==> src/coc_defs.svh <==
// Offsets, bit positions and reset values of the clock output control bytes
`ifndef COC_DEFS_SVH
`define COC_DEFS_SVH
`define COC_CMD_BYTE_OP       3'h4
`define COC_OFS_PCI           5'h02
`define COC_OFS_GFX_PERIPH    5'h03
`define COC_OFS_PERIPH        5'h04
`define COC_OFS_MEMORY        5'h05
`define COC_NUM_REGS          4
`define COC_RST_PCI           8'h7f
`define COC_RST_GFX_PERIPH    8'h67
`define COC_RST_PERIPH        8'hcf
`define COC_RST_MEMORY        8'h7f
`define COC_DEV_ADDR          7'h69
`define COC_BIT_PCI_STRONG    7
`define COC_BIT_SIO_48        7
`define COC_BIT_USB_EN        6
`define COC_BIT_SIO_EN        5
`define COC_BIT_SKEW_HI       4
`define COC_BIT_SKEW_LO       3
`define COC_BIT_USB_WEAK      7
`define COC_BIT_SIO_WEAK      6
`define COC_BIT_RATIO_HI      5
`define COC_BIT_RATIO_LO      4
`define COC_BIT_REF_CLK0_EN   3
`define COC_BIT_REF_CLK1_EN   2
`define COC_BIT_REF_CLK0_WEAK 1
`define COC_BIT_REF_CLK1_WEAK 0
`define COC_BIT_BUF_THRESH    7
`define COC_BIT_FB_EN         6
`endif

==> src/coc_pkg.sv <==
// Types shared by the clock output control register bank
package coc_pkg;
	typedef enum logic [3:0] {
		COC_IDLE, COC_ADDR, COC_CMD, COC_WDATA, COC_ACKW, COC_ACK, COC_RDATA, COC_RACK, COC_WAITS
	} coc_state_t;

	typedef struct packed {
		logic       pciStrong;
		logic [6:0] pciEn;
		logic       sio48;
		logic       usbEn;
		logic       sioEn;
		logic [1:0] gfxSkew;
		logic [2:0] gfxEn;
		logic       usbWeak;
		logic       sioWeak;
		logic [1:0] gfxRatio;
		logic       referenceClock0En;
		logic       referenceClock1En;
		logic       referenceClock0Weak;
		logic       referenceClock1Weak;
		logic       bufLowThresh;
		logic       fbEn;
		logic [5:0] memEn;
	} coc_ctl_t;
endpackage

==> src/coc_clock_output_control_regs.sv <==
// Serial-bus slave and the four clock output control bytes
`include "coc_defs.svh"

module coc_clock_output_control_regs #(
	parameter logic [6:0] DEV_ADDR = `COC_DEV_ADDR // Arbitrary default bus address
) (
	input  wire logic            clk,
	input  wire logic            nrst,
	input  wire logic            scl,
	input  wire logic            sdaIn,
	output logic                 sdaOut,
	output logic                 sdaOe_n,
	input  wire logic            alternateCpuMode,
	output coc_pkg::coc_ctl_t    clkCtl
);
	import coc_pkg::*;

	logic [1:0] rstSync;
	logic       rstN;
	logic [1:0] sclSync, sdaSync, modeSync;
	logic       sclPrev, sdaPrev;
	logic       sclRise, sclFall, startCond, stopCond;

	coc_state_t state_reg, state_next;
	logic [7:0] shift_reg, shift_next;
	logic [7:0] tx_reg, tx_next;
	logic [2:0] cnt_reg, cnt_next;
	logic [1:0] phase_reg, phase_next;
	logic [4:0] ofs_reg, ofs_next;
	logic       drive_reg, drive_next;
	logic [7:0] cfg_reg [`COC_NUM_REGS];
	logic [7:0] cfg_next [`COC_NUM_REGS];
	logic [7:0] rdByte;
	logic [7:0] shiftIn;
	logic [4:0] idx;

	localparam logic [7:0] RST_VAL [`COC_NUM_REGS] = '{
		`COC_RST_PCI, `COC_RST_GFX_PERIPH, `COC_RST_PERIPH, `COC_RST_MEMORY};

	// Release of reset is synchronised; assertion stays asynchronous
	always_ff @(posedge clk or negedge nrst) begin
		if (!nrst) begin
			rstSync <= 2'h0;
		end else begin
			rstSync <= {rstSync[0], 1'b1};
		end
	end
	assign rstN = rstSync[1];

	always_ff @(posedge clk or negedge rstN) begin
		if (!rstN) begin
			sclSync  <= 2'h3;
			sdaSync  <= 2'h3;
			modeSync <= 2'h0;
			sclPrev  <= 1'b1;
			sdaPrev  <= 1'b1;
		end else begin
			sclSync  <= {sclSync[0], scl};
			sdaSync  <= {sdaSync[0], sdaIn};
			modeSync <= {modeSync[0], alternateCpuMode};
			sclPrev  <= sclSync[1];
			sdaPrev  <= sdaSync[1];
		end
	end

	assign sclRise   = sclSync[1] & ~sclPrev;
	assign sclFall   = ~sclSync[1] & sclPrev;
	assign startCond = sclSync[1] & sclPrev & sdaPrev & ~sdaSync[1];
	assign stopCond  = sclSync[1] & sclPrev & ~sdaPrev & sdaSync[1];
	assign shiftIn   = {shift_reg[6:0], sdaSync[1]};
	assign idx       = ofs_reg - `COC_OFS_PCI;

	// Unmapped offsets read as zero
	always_comb begin
		rdByte = 8'h00;
		if (ofs_reg >= `COC_OFS_PCI && ofs_reg <= `COC_OFS_MEMORY) begin
			rdByte = cfg_reg[idx[1:0]];
		end
	end

	always_comb begin
		state_next = state_reg;
		shift_next = shift_reg;
		tx_next    = tx_reg;
		cnt_next   = cnt_reg;
		phase_next = phase_reg;
		ofs_next   = ofs_reg;
		drive_next = drive_reg;
		for (int i = 0; i < `COC_NUM_REGS; i++) begin
			cfg_next[i] = cfg_reg[i];
		end
		if (stopCond) begin
			state_next = COC_IDLE;
			drive_next = 1'b0;
		end else if (startCond) begin
			// Also a repeated start inside a read
			state_next = COC_ADDR;
			cnt_next   = 3'h0;
			drive_next = 1'b0;
		end else begin
			case (state_reg)
				COC_ADDR, COC_CMD, COC_WDATA: begin
					if (sclRise) begin
						shift_next = shiftIn;
						cnt_next   = cnt_reg + 3'h1;
						if (cnt_reg == 3'h7) begin
							state_next = COC_ACKW;
							if (state_reg == COC_ADDR) begin
								phase_next = 2'h0;
								if (shiftIn[7:1] != DEV_ADDR) begin
									state_next = COC_WAITS;
								end
							end else if (state_reg == COC_CMD) begin
								phase_next = 2'h1;
								if (shiftIn[7:5] != `COC_CMD_BYTE_OP) begin
									state_next = COC_WAITS;
								end else begin
									ofs_next = shiftIn[4:0];
								end
							end else begin
								phase_next = 2'h2;
								if (ofs_reg >= `COC_OFS_PCI && ofs_reg <= `COC_OFS_MEMORY) begin
									cfg_next[idx[1:0]] = shiftIn;
								end
							end
						end
					end
				end
				COC_ACKW: begin
					if (sclFall) begin
						drive_next = 1'b1;
						state_next = COC_ACK;
					end
				end
				COC_ACK: begin
					if (sclFall) begin
						drive_next = 1'b0;
						cnt_next   = 3'h0;
						case (phase_reg)
							2'h0: begin
								if (shift_reg[0]) begin
									state_next = COC_RDATA;
									tx_next    = {rdByte[6:0], 1'b0};
									drive_next = ~rdByte[7];
								end else begin
									state_next = COC_CMD;
								end
							end
							2'h1: state_next = COC_WDATA;
							default: state_next = COC_WAITS;
						endcase
					end
				end
				COC_RDATA: begin
					if (sclRise) begin
						cnt_next = cnt_reg + 3'h1;
						if (cnt_reg == 3'h7) begin
							state_next = COC_RACK;
						end
					end else if (sclFall) begin
						drive_next = ~tx_reg[7];
						tx_next    = {tx_reg[6:0], 1'b0};
					end
				end
				COC_RACK: begin
					// Release for the master's acknowledge; only one byte per read
					if (sclFall) begin
						drive_next = 1'b0;
						state_next = COC_WAITS;
					end
				end
				COC_IDLE, COC_WAITS: begin
					drive_next = 1'b0;
				end
				default: begin
					state_next = COC_IDLE;
					drive_next = 1'b0;
				end
			endcase
		end
	end

	always_ff @(posedge clk or negedge rstN) begin
		if (!rstN) begin
			state_reg <= COC_IDLE;
			shift_reg <= 8'h00;
			tx_reg    <= 8'h00;
			cnt_reg   <= 3'h0;
			phase_reg <= 2'h0;
			ofs_reg   <= 5'h00;
			drive_reg <= 1'b0;
			for (int i = 0; i < `COC_NUM_REGS; i++) begin
				cfg_reg[i] <= RST_VAL[i];
			end
		end else begin
			state_reg <= state_next;
			shift_reg <= shift_next;
			tx_reg    <= tx_next;
			cnt_reg   <= cnt_next;
			phase_reg <= phase_next;
			ofs_reg   <= ofs_next;
			drive_reg <= drive_next;
			for (int i = 0; i < `COC_NUM_REGS; i++) begin
				cfg_reg[i] <= cfg_next[i];
			end
		end
	end

	// Open drain: only ever pull low
	assign sdaOut  = 1'b0;
	assign sdaOe_n = ~drive_reg;

	// Enables act straight from the byte so a clear stops the output at once
	assign clkCtl.pciStrong    = cfg_reg[0][`COC_BIT_PCI_STRONG];
	assign clkCtl.pciEn        = cfg_reg[0][6:0];
	assign clkCtl.sio48        = cfg_reg[1][`COC_BIT_SIO_48];
	assign clkCtl.usbEn        = cfg_reg[1][`COC_BIT_USB_EN];
	assign clkCtl.sioEn        = cfg_reg[1][`COC_BIT_SIO_EN];
	assign clkCtl.gfxSkew      = cfg_reg[1][`COC_BIT_SKEW_HI:`COC_BIT_SKEW_LO];
	assign clkCtl.gfxEn        = cfg_reg[1][2:0];
	assign clkCtl.usbWeak      = cfg_reg[2][`COC_BIT_USB_WEAK];
	assign clkCtl.sioWeak      = cfg_reg[2][`COC_BIT_SIO_WEAK];
	assign clkCtl.gfxRatio     = cfg_reg[2][`COC_BIT_RATIO_HI:`COC_BIT_RATIO_LO];
	assign clkCtl.referenceClock0En   = cfg_reg[2][`COC_BIT_REF_CLK0_EN];
	assign clkCtl.referenceClock1En   = cfg_reg[2][`COC_BIT_REF_CLK1_EN];
	assign clkCtl.referenceClock0Weak = cfg_reg[2][`COC_BIT_REF_CLK0_WEAK];
	assign clkCtl.referenceClock1Weak = cfg_reg[2][`COC_BIT_REF_CLK1_WEAK] & modeSync[1];
	assign clkCtl.bufLowThresh = cfg_reg[3][`COC_BIT_BUF_THRESH];
	assign clkCtl.fbEn         = cfg_reg[3][`COC_BIT_FB_EN];
	assign clkCtl.memEn        = cfg_reg[3][5:0];
endmodule

==> config.mk <==
export PLATFORM = sky130hd
export DESIGN_NAME = coc_clock_output_control_regs
export DESIGN_NICKNAME = d
export VERILOG_FILES = /design/src/coc_pkg.sv /design/src/coc_clock_output_control_regs.sv
export VERILOG_INCLUDE_DIRS = /design/src
export SDC_FILE = /design/constraint.sdc
export NUM_CORES = 1
export LEC_CHECK = 0
export BUFFER_PORTS_ARGS = -buffer_cell sky130_fd_sc_hd__buf_4
export CORE_UTILIZATION = 61
export CTS_BUF_LIST = sky130_fd_sc_hd__clkbuf_8
export CTS_CLUSTER_DIAMETER = 60
export CTS_CLUSTER_SIZE = 25
export DETAILED_ROUTE_END_ITERATION = 16
export GPL_ROUTABILITY_DRIVEN = 0
export GPL_TIMING_DRIVEN = 0
export PLACE_DENSITY_LB_ADDON = 0.3
export SYNTH_ARGS = -nofsm -noshare
export SYNTH_HDL_FRONTEND = slang
export SYNTH_SLANG_ARGS = --single-unit
==> constraint.sdc <==
create_clock -name clk -period 2.7 [get_ports clk]
set_input_delay 0 -clock clk [delete_from_list [all_inputs] [get_ports clk]]
set_output_delay 0 -clock clk [all_outputs]
set_load 0.02 [all_outputs]
After elaboration in Yosys (flattened, before gate mapping)
Index checks and enable logic that the tools add are counted.
- eq/ne operators: 30
- add/sub/neg operators: 2
- bitwise operators: 21
- reductions and logical operators: 17
- $lt $le $gt $ge: 4
- muxes and demuxes: 45
- operators by type and width (operator ; number):
    2-to-1 mux 8 bit ; 9
    2-to-1 mux 4 bit ; 13
    inequality test 4 bit, second input constant ; 9
    bitwise mux 32 bit ; 1
    AND reduction 8 bit ; 4
    one-hot mux 4 bit (6 select lines) ; 1
    binary-select mux 8 bit (select 2 bit) ; 1
    demux 8 bit (select 2 bit) ; 1
    equality test 4 x 3 -> 1 bit, second input constant ; 4
    one-hot mux 8 bit (2 select lines) ; 1
    2-to-1 mux 3 bit ; 4
    inequality test 3 bit, second input constant ; 4
    inverter 1 bit ; 12
    inequality test 2 bit, second input constant ; 5
    2-to-1 mux 1 bit ; 9
    bitwise AND 1 bit ; 8
    equality test 4 x 2 -> 1 bit, second input constant ; 2
    one-hot mux 4 bit (2 select lines) ; 1
    AND reduction 4 bit ; 2
    inequality test 7 bit, second input constant ; 1
    one-hot mux 3 bit (2 select lines) ; 1
    AND reduction 6 bit ; 1
    >= comparator 5 x 2 -> 1 bit, second input constant ; 1
    less-or-equal comparator 5 x 3 -> 1 bit, second input constant ; 1
    21 further kinds ; 23
- output and inout bits: 34
- logic and storage cells: 136
- flip-flop bits (word level): 72

Depth between registers and ports, before layout
- depth after elaboration: 13
- gate-level depth with buffers: 7
- depth with buffers taken out: 6

Least setup slack after synthesis
Ideal clock, no wire load.
- kind: reg-to-reg
- from: register sclSync[1]
- to: register cfg_reg, in the netlist clkCtl[12]
- setup time: 0.125 ns
- stages on the path, launching flop included: 8
- arrival time: 1.965 ns
- slack: 0.610 ns
- clock period less this slack: 2.090 ns
- path buffers: 2
- cells stage by stage: dfstp_2 buf_4 nor3b_2 and3_4 nand4_4 or3_1 buf_6 mux2_4
- longest elaborated chain between the ends: 5
- elaborated cells between the ends (all ways): 9
- classes of those cells: bitwise (8); reduce/logical (1)
- RTL lines (what ; line ; text):
    start: declaration ; coc_clock_output_control_regs.sv:20 ; logic [1:0] sclSync, sdaSync, modeSync;
    start signal: assignment ; coc_clock_output_control_regs.sv:58 ; sclSync <= {sclSync[0], scl};
    bitwise AND 1 bit ; coc_clock_output_control_regs.sv:68, coc_clock_output_control_regs.sv:69 ;
    bitwise AND 1 bit (on tied branches) (2 in a row) ; coc_clock_output_control_regs.sv:69, coc_clock_output_control_regs.sv:68 ;
    inverter 1 bit (no source line) ; - ;
    AND reduction 8 bit (no source line) * ; - ;
    end signal: indexed assignment ; coc_clock_output_control_regs.sv:193 ; cfg_reg[i] <= RST_VAL[i];
    end signal: indexed assignment ; coc_clock_output_control_regs.sv:204 ; cfg_reg[i] <= cfg_next[i];
    end: declaration ; coc_clock_output_control_regs.sv:31 ; logic [7:0] cfg_reg [`COC_NUM_REGS];
Every way passes the cells marked *; elsewhere a longest branch is shown, timed or not.
A chain may end at the register's enable or synchronous reset.

Final worst setup path
- from: register state_reg[3]
- to: register tx_reg[7]
- longest elaborated chain between the ends: 3
- elaborated cells between the ends (all ways): 10
- classes of those cells: eq/ne (7); mux (1); reduce/logical (2)
- RTL lines (what ; line ; text):
    start: declaration ; coc_clock_output_control_regs.sv:24 ; coc_state_t state_reg, state_next;
    start signal: assignment ; coc_clock_output_control_regs.sv:196 ; state_reg <= state_next;
    equality test 4 x 3 -> 1 bit ; coc_clock_output_control_regs.sv:101 ; case (state_reg)
    inequality test 2 bit (no source line) or nonzero test 2 bit (tied branches) ; - ;
    AND reduction 8 bit (no source line) ; - ;
    end signal: assignment ; coc_clock_output_control_regs.sv:198 ; tx_reg <= tx_next;
    end: declaration ; coc_clock_output_control_regs.sv:26 ; logic [7:0] tx_reg, tx_next;
Several ways; a longest one is shown, not always the timed one.

==> run metrics <==
post-synthesis async set-or-reset flop share 100%; share of the synthesized area in the top cell type 27.5%; Yosys warnings 0; Yosys reg bits 71; Largest register FFs 31; Avg Vias per Cell 5.92; Final setup viols 0; CP Class reg -> reg; max-slew violation count 0; Die X 79.2 um; initial antenna violation count 0; total clock buffers created by CTS 9; Layout Nets 348; Design Area, Final around 0.0043 sq mm; total negative setup slack 0 ps; sequential share of the synthesized area 49.9%; worst-path maximum fanout 10; crit start category flop; critical path endpoint category flop; Mapped Cells ~290; DRC 0; starting density of the core 64.5%; Worst EP required 2900 ps; P&R area growth vs syn 17.7%; Initial DRC Count 364; largest net degree at the start of global routing 70; Pwr per Cell Area 579 mW/mm^2; unrepaired setup endpoints after global routing false; Final period util 87.4%; Post-Syn Area roughly 0.0036 sq mm; Fill cells 372; Vert. Die Dim 79.2 um; CTS Buffer Depth 2; ant diodes 0; root buf cell clkbuf_8; postcts setup bufs 0; Final Critical Period between 2000 and 2500 ps; DP HPWL 4750 um; Core ar. 0.00564 sq mm; Total Routed Length 7470 um; final hold violation count 0; Leakage between 1.5 and 2 nW; post-CTS resize count 0; Avg Cell Area, Syn 12.6 sq um; Worst-path clk slew 80 ps; post-route ant nets 0; FP Rows 27; wire length per cell 17.9 um; fmax 424 MHz; hold slack 306 ps; Die Area 0.00628 sq mm; Mapped Nets 295; buffers added on ports 37; number of I/O pins 39; vias in the first global route 2425; ys flop type dfrtp_1; Post-synth EDFFs 0; clock latency on the worst-skew pair 350 ps; Least-Margin Pin Slew 865 ps; layout cell share with drive strength beyond 1 53.2%; Cell Area, Placed 0.00401 sq mm; synth top area cells dfrtp_1, dfstp_2, mux2_2; synth unique cells 56; final core occ 75.9%; GRT overflow 0; first-pass GRT wire length ~12000 um; Hold Path Class in -> reg; area leader, netlist dfrtp_1; VDD IR max ~0.00057 V; Clock Skew between 10 and 15 ps; CTS Hold Buffers Added 5; # H-tree levels 3; register area 0.00182 sq mm; number of clock sinks 71; drt first pass iters 4; outcome complete, no violations; relative slew slack 42.3%; MaxCap Viol Count 0; area of the multi-input gates 0.00150 sq mm; GRT Resource Usage Total 26.6%; CTS tree yes; crit path DAT 2560 ps; via count 2473
-- power breakdown --
part / switching [W] / leakage, nW / internal, W
Sequential: 0.000150 / 0.849 / 0.00115
Combinational: 0.000122 / 0.981 / 0.000119
Clock: 0.000400 / 0.114 / 0.000542
Total: 0.000672 / 1.94 / 0.00181
-- cells in the mapped netlist (all sizes together), types with 2 or more instances --
cell type / n
a22oi: 6
conb: 2
o21bai: 3
clkbuf: 7
nand2: 18
o31ai: 4
and3: 2
nand2b: 5
buf: 39
dfrtp: 40
dfstp: 31
nor3b: 6
inv: 2
nor2: 7
a21boi: 3
a21o: 2
ha: 2
o21ai: 15
nor3: 4
and4b: 2
mux4: 8
a21oi: 5
nand3: 4
o211ai: 3
o21a: 2
mux2: 45
-- through the flow --
stage	worst slack, ps	instances	power (W)
global route	185	418	0.00258
detailed placement	387	397	0.00154
global placement	-101	397	0.00152
finish	340	418	0.00248
CTS	352	418	0.00249
floorplan	610	288	0.00144
-- final cells by class --
| cell class | instances | share of cell area [%] |
|---|---|---|
| Buffer | 46 | 7.36 |
| Tap cell | 72 | 2.10 |
| Inverter | 2 | 0.175 |
| Clock buffer | 10 | 3.21 |
| Multi-Input combinational cell | 169 | 35.0 |
| Timing Repair Buffer | 42 | 7.65 |
| Sequential cell | 71 | 42.5 |
| Clock inverter | 6 | 1.99 |
-- layer usage --
metal	up-vias	share of wire, %	track usage [%]
li1	1124	-	-
met1	1263	43	37.0
met2	80	50	42.2
met3	6	5.5	5.29
met4	0	0.94	8.55
met5	-	0	0
-- logic make-up after synthesis --
family / share of synthesized area (%)
buf+inv: 8.87
xor+xnor: 0.481
flops: 49.9
compound gates: 9.87
fa+ha+maj: 0.687
other cells: 0.206
mux: 19.7
simple gates: 10.3
-- worst max-delay path, cell delays in order (launching register included) --
cell	delay [ps]
dfrtp_1	440
nand2b_1	300
nor2_1	600
o21ai_0	390
clkbuf_1	290
nand2_1	100
o21ai_0	100
-- placed cells by master (no fill, tap or decap), drive strengths merged, types with 2 or more instances in the layout --
cell	synthesis	layout
a21boi	3	3
a21o	2	2
a21oi	5	5
a22oi	6	6
and3	2	2
and4b	2	2
buf	39	76
bufinv	0	2
clkbuf	7	17
clkinv	0	2
conb	2	2
dfrtp	40	40
dfstp	31	31
dlygate4sd3	0	5
ha	2	2
inv	2	3
mux2	45	45
mux4	8	8
nand2	18	18
nand2b	5	5
nand3	4	4
nor2	7	7
nor3	4	4
nor3b	6	6
o211ai	3	3
o21a	2	2
o21ai	15	15
o21bai	3	3
o31ai	4	4
-- worst paths after layout --
| check | start | to | slack, ps | cells after the start |
|---|---|---|---|---|
| max | state_reg[3]$_DFFE_PN0P_ | tx_reg[7]$_DFFE_PN0P_ | 340 | 6 |
| min | sdaIn | sdaSync[0]$_DFF_PN1_ | 310 | 2 |
| max reg2reg | state_reg[3]$_DFFE_PN0P_ | tx_reg[7]$_DFFE_PN0P_ | 340 | 6 |
| min reg2reg | rstSync[0]$_DFF_PN0_ | rstSync[1]$_DFF_PN0_ | 360 | 0 |
| max in group asynchronous | rstSync[1]$_DFF_PN0_ | state_reg[1]$_DFFE_PN0P_ | 1700 | 0 |
| min in group asynchronous | rstSync[1]$_DFF_PN0_ | cnt_reg[0]$_DFFE_PN0P_ | 440 | 0 |
Note: power is estimated with default switching activity, not from simulation.
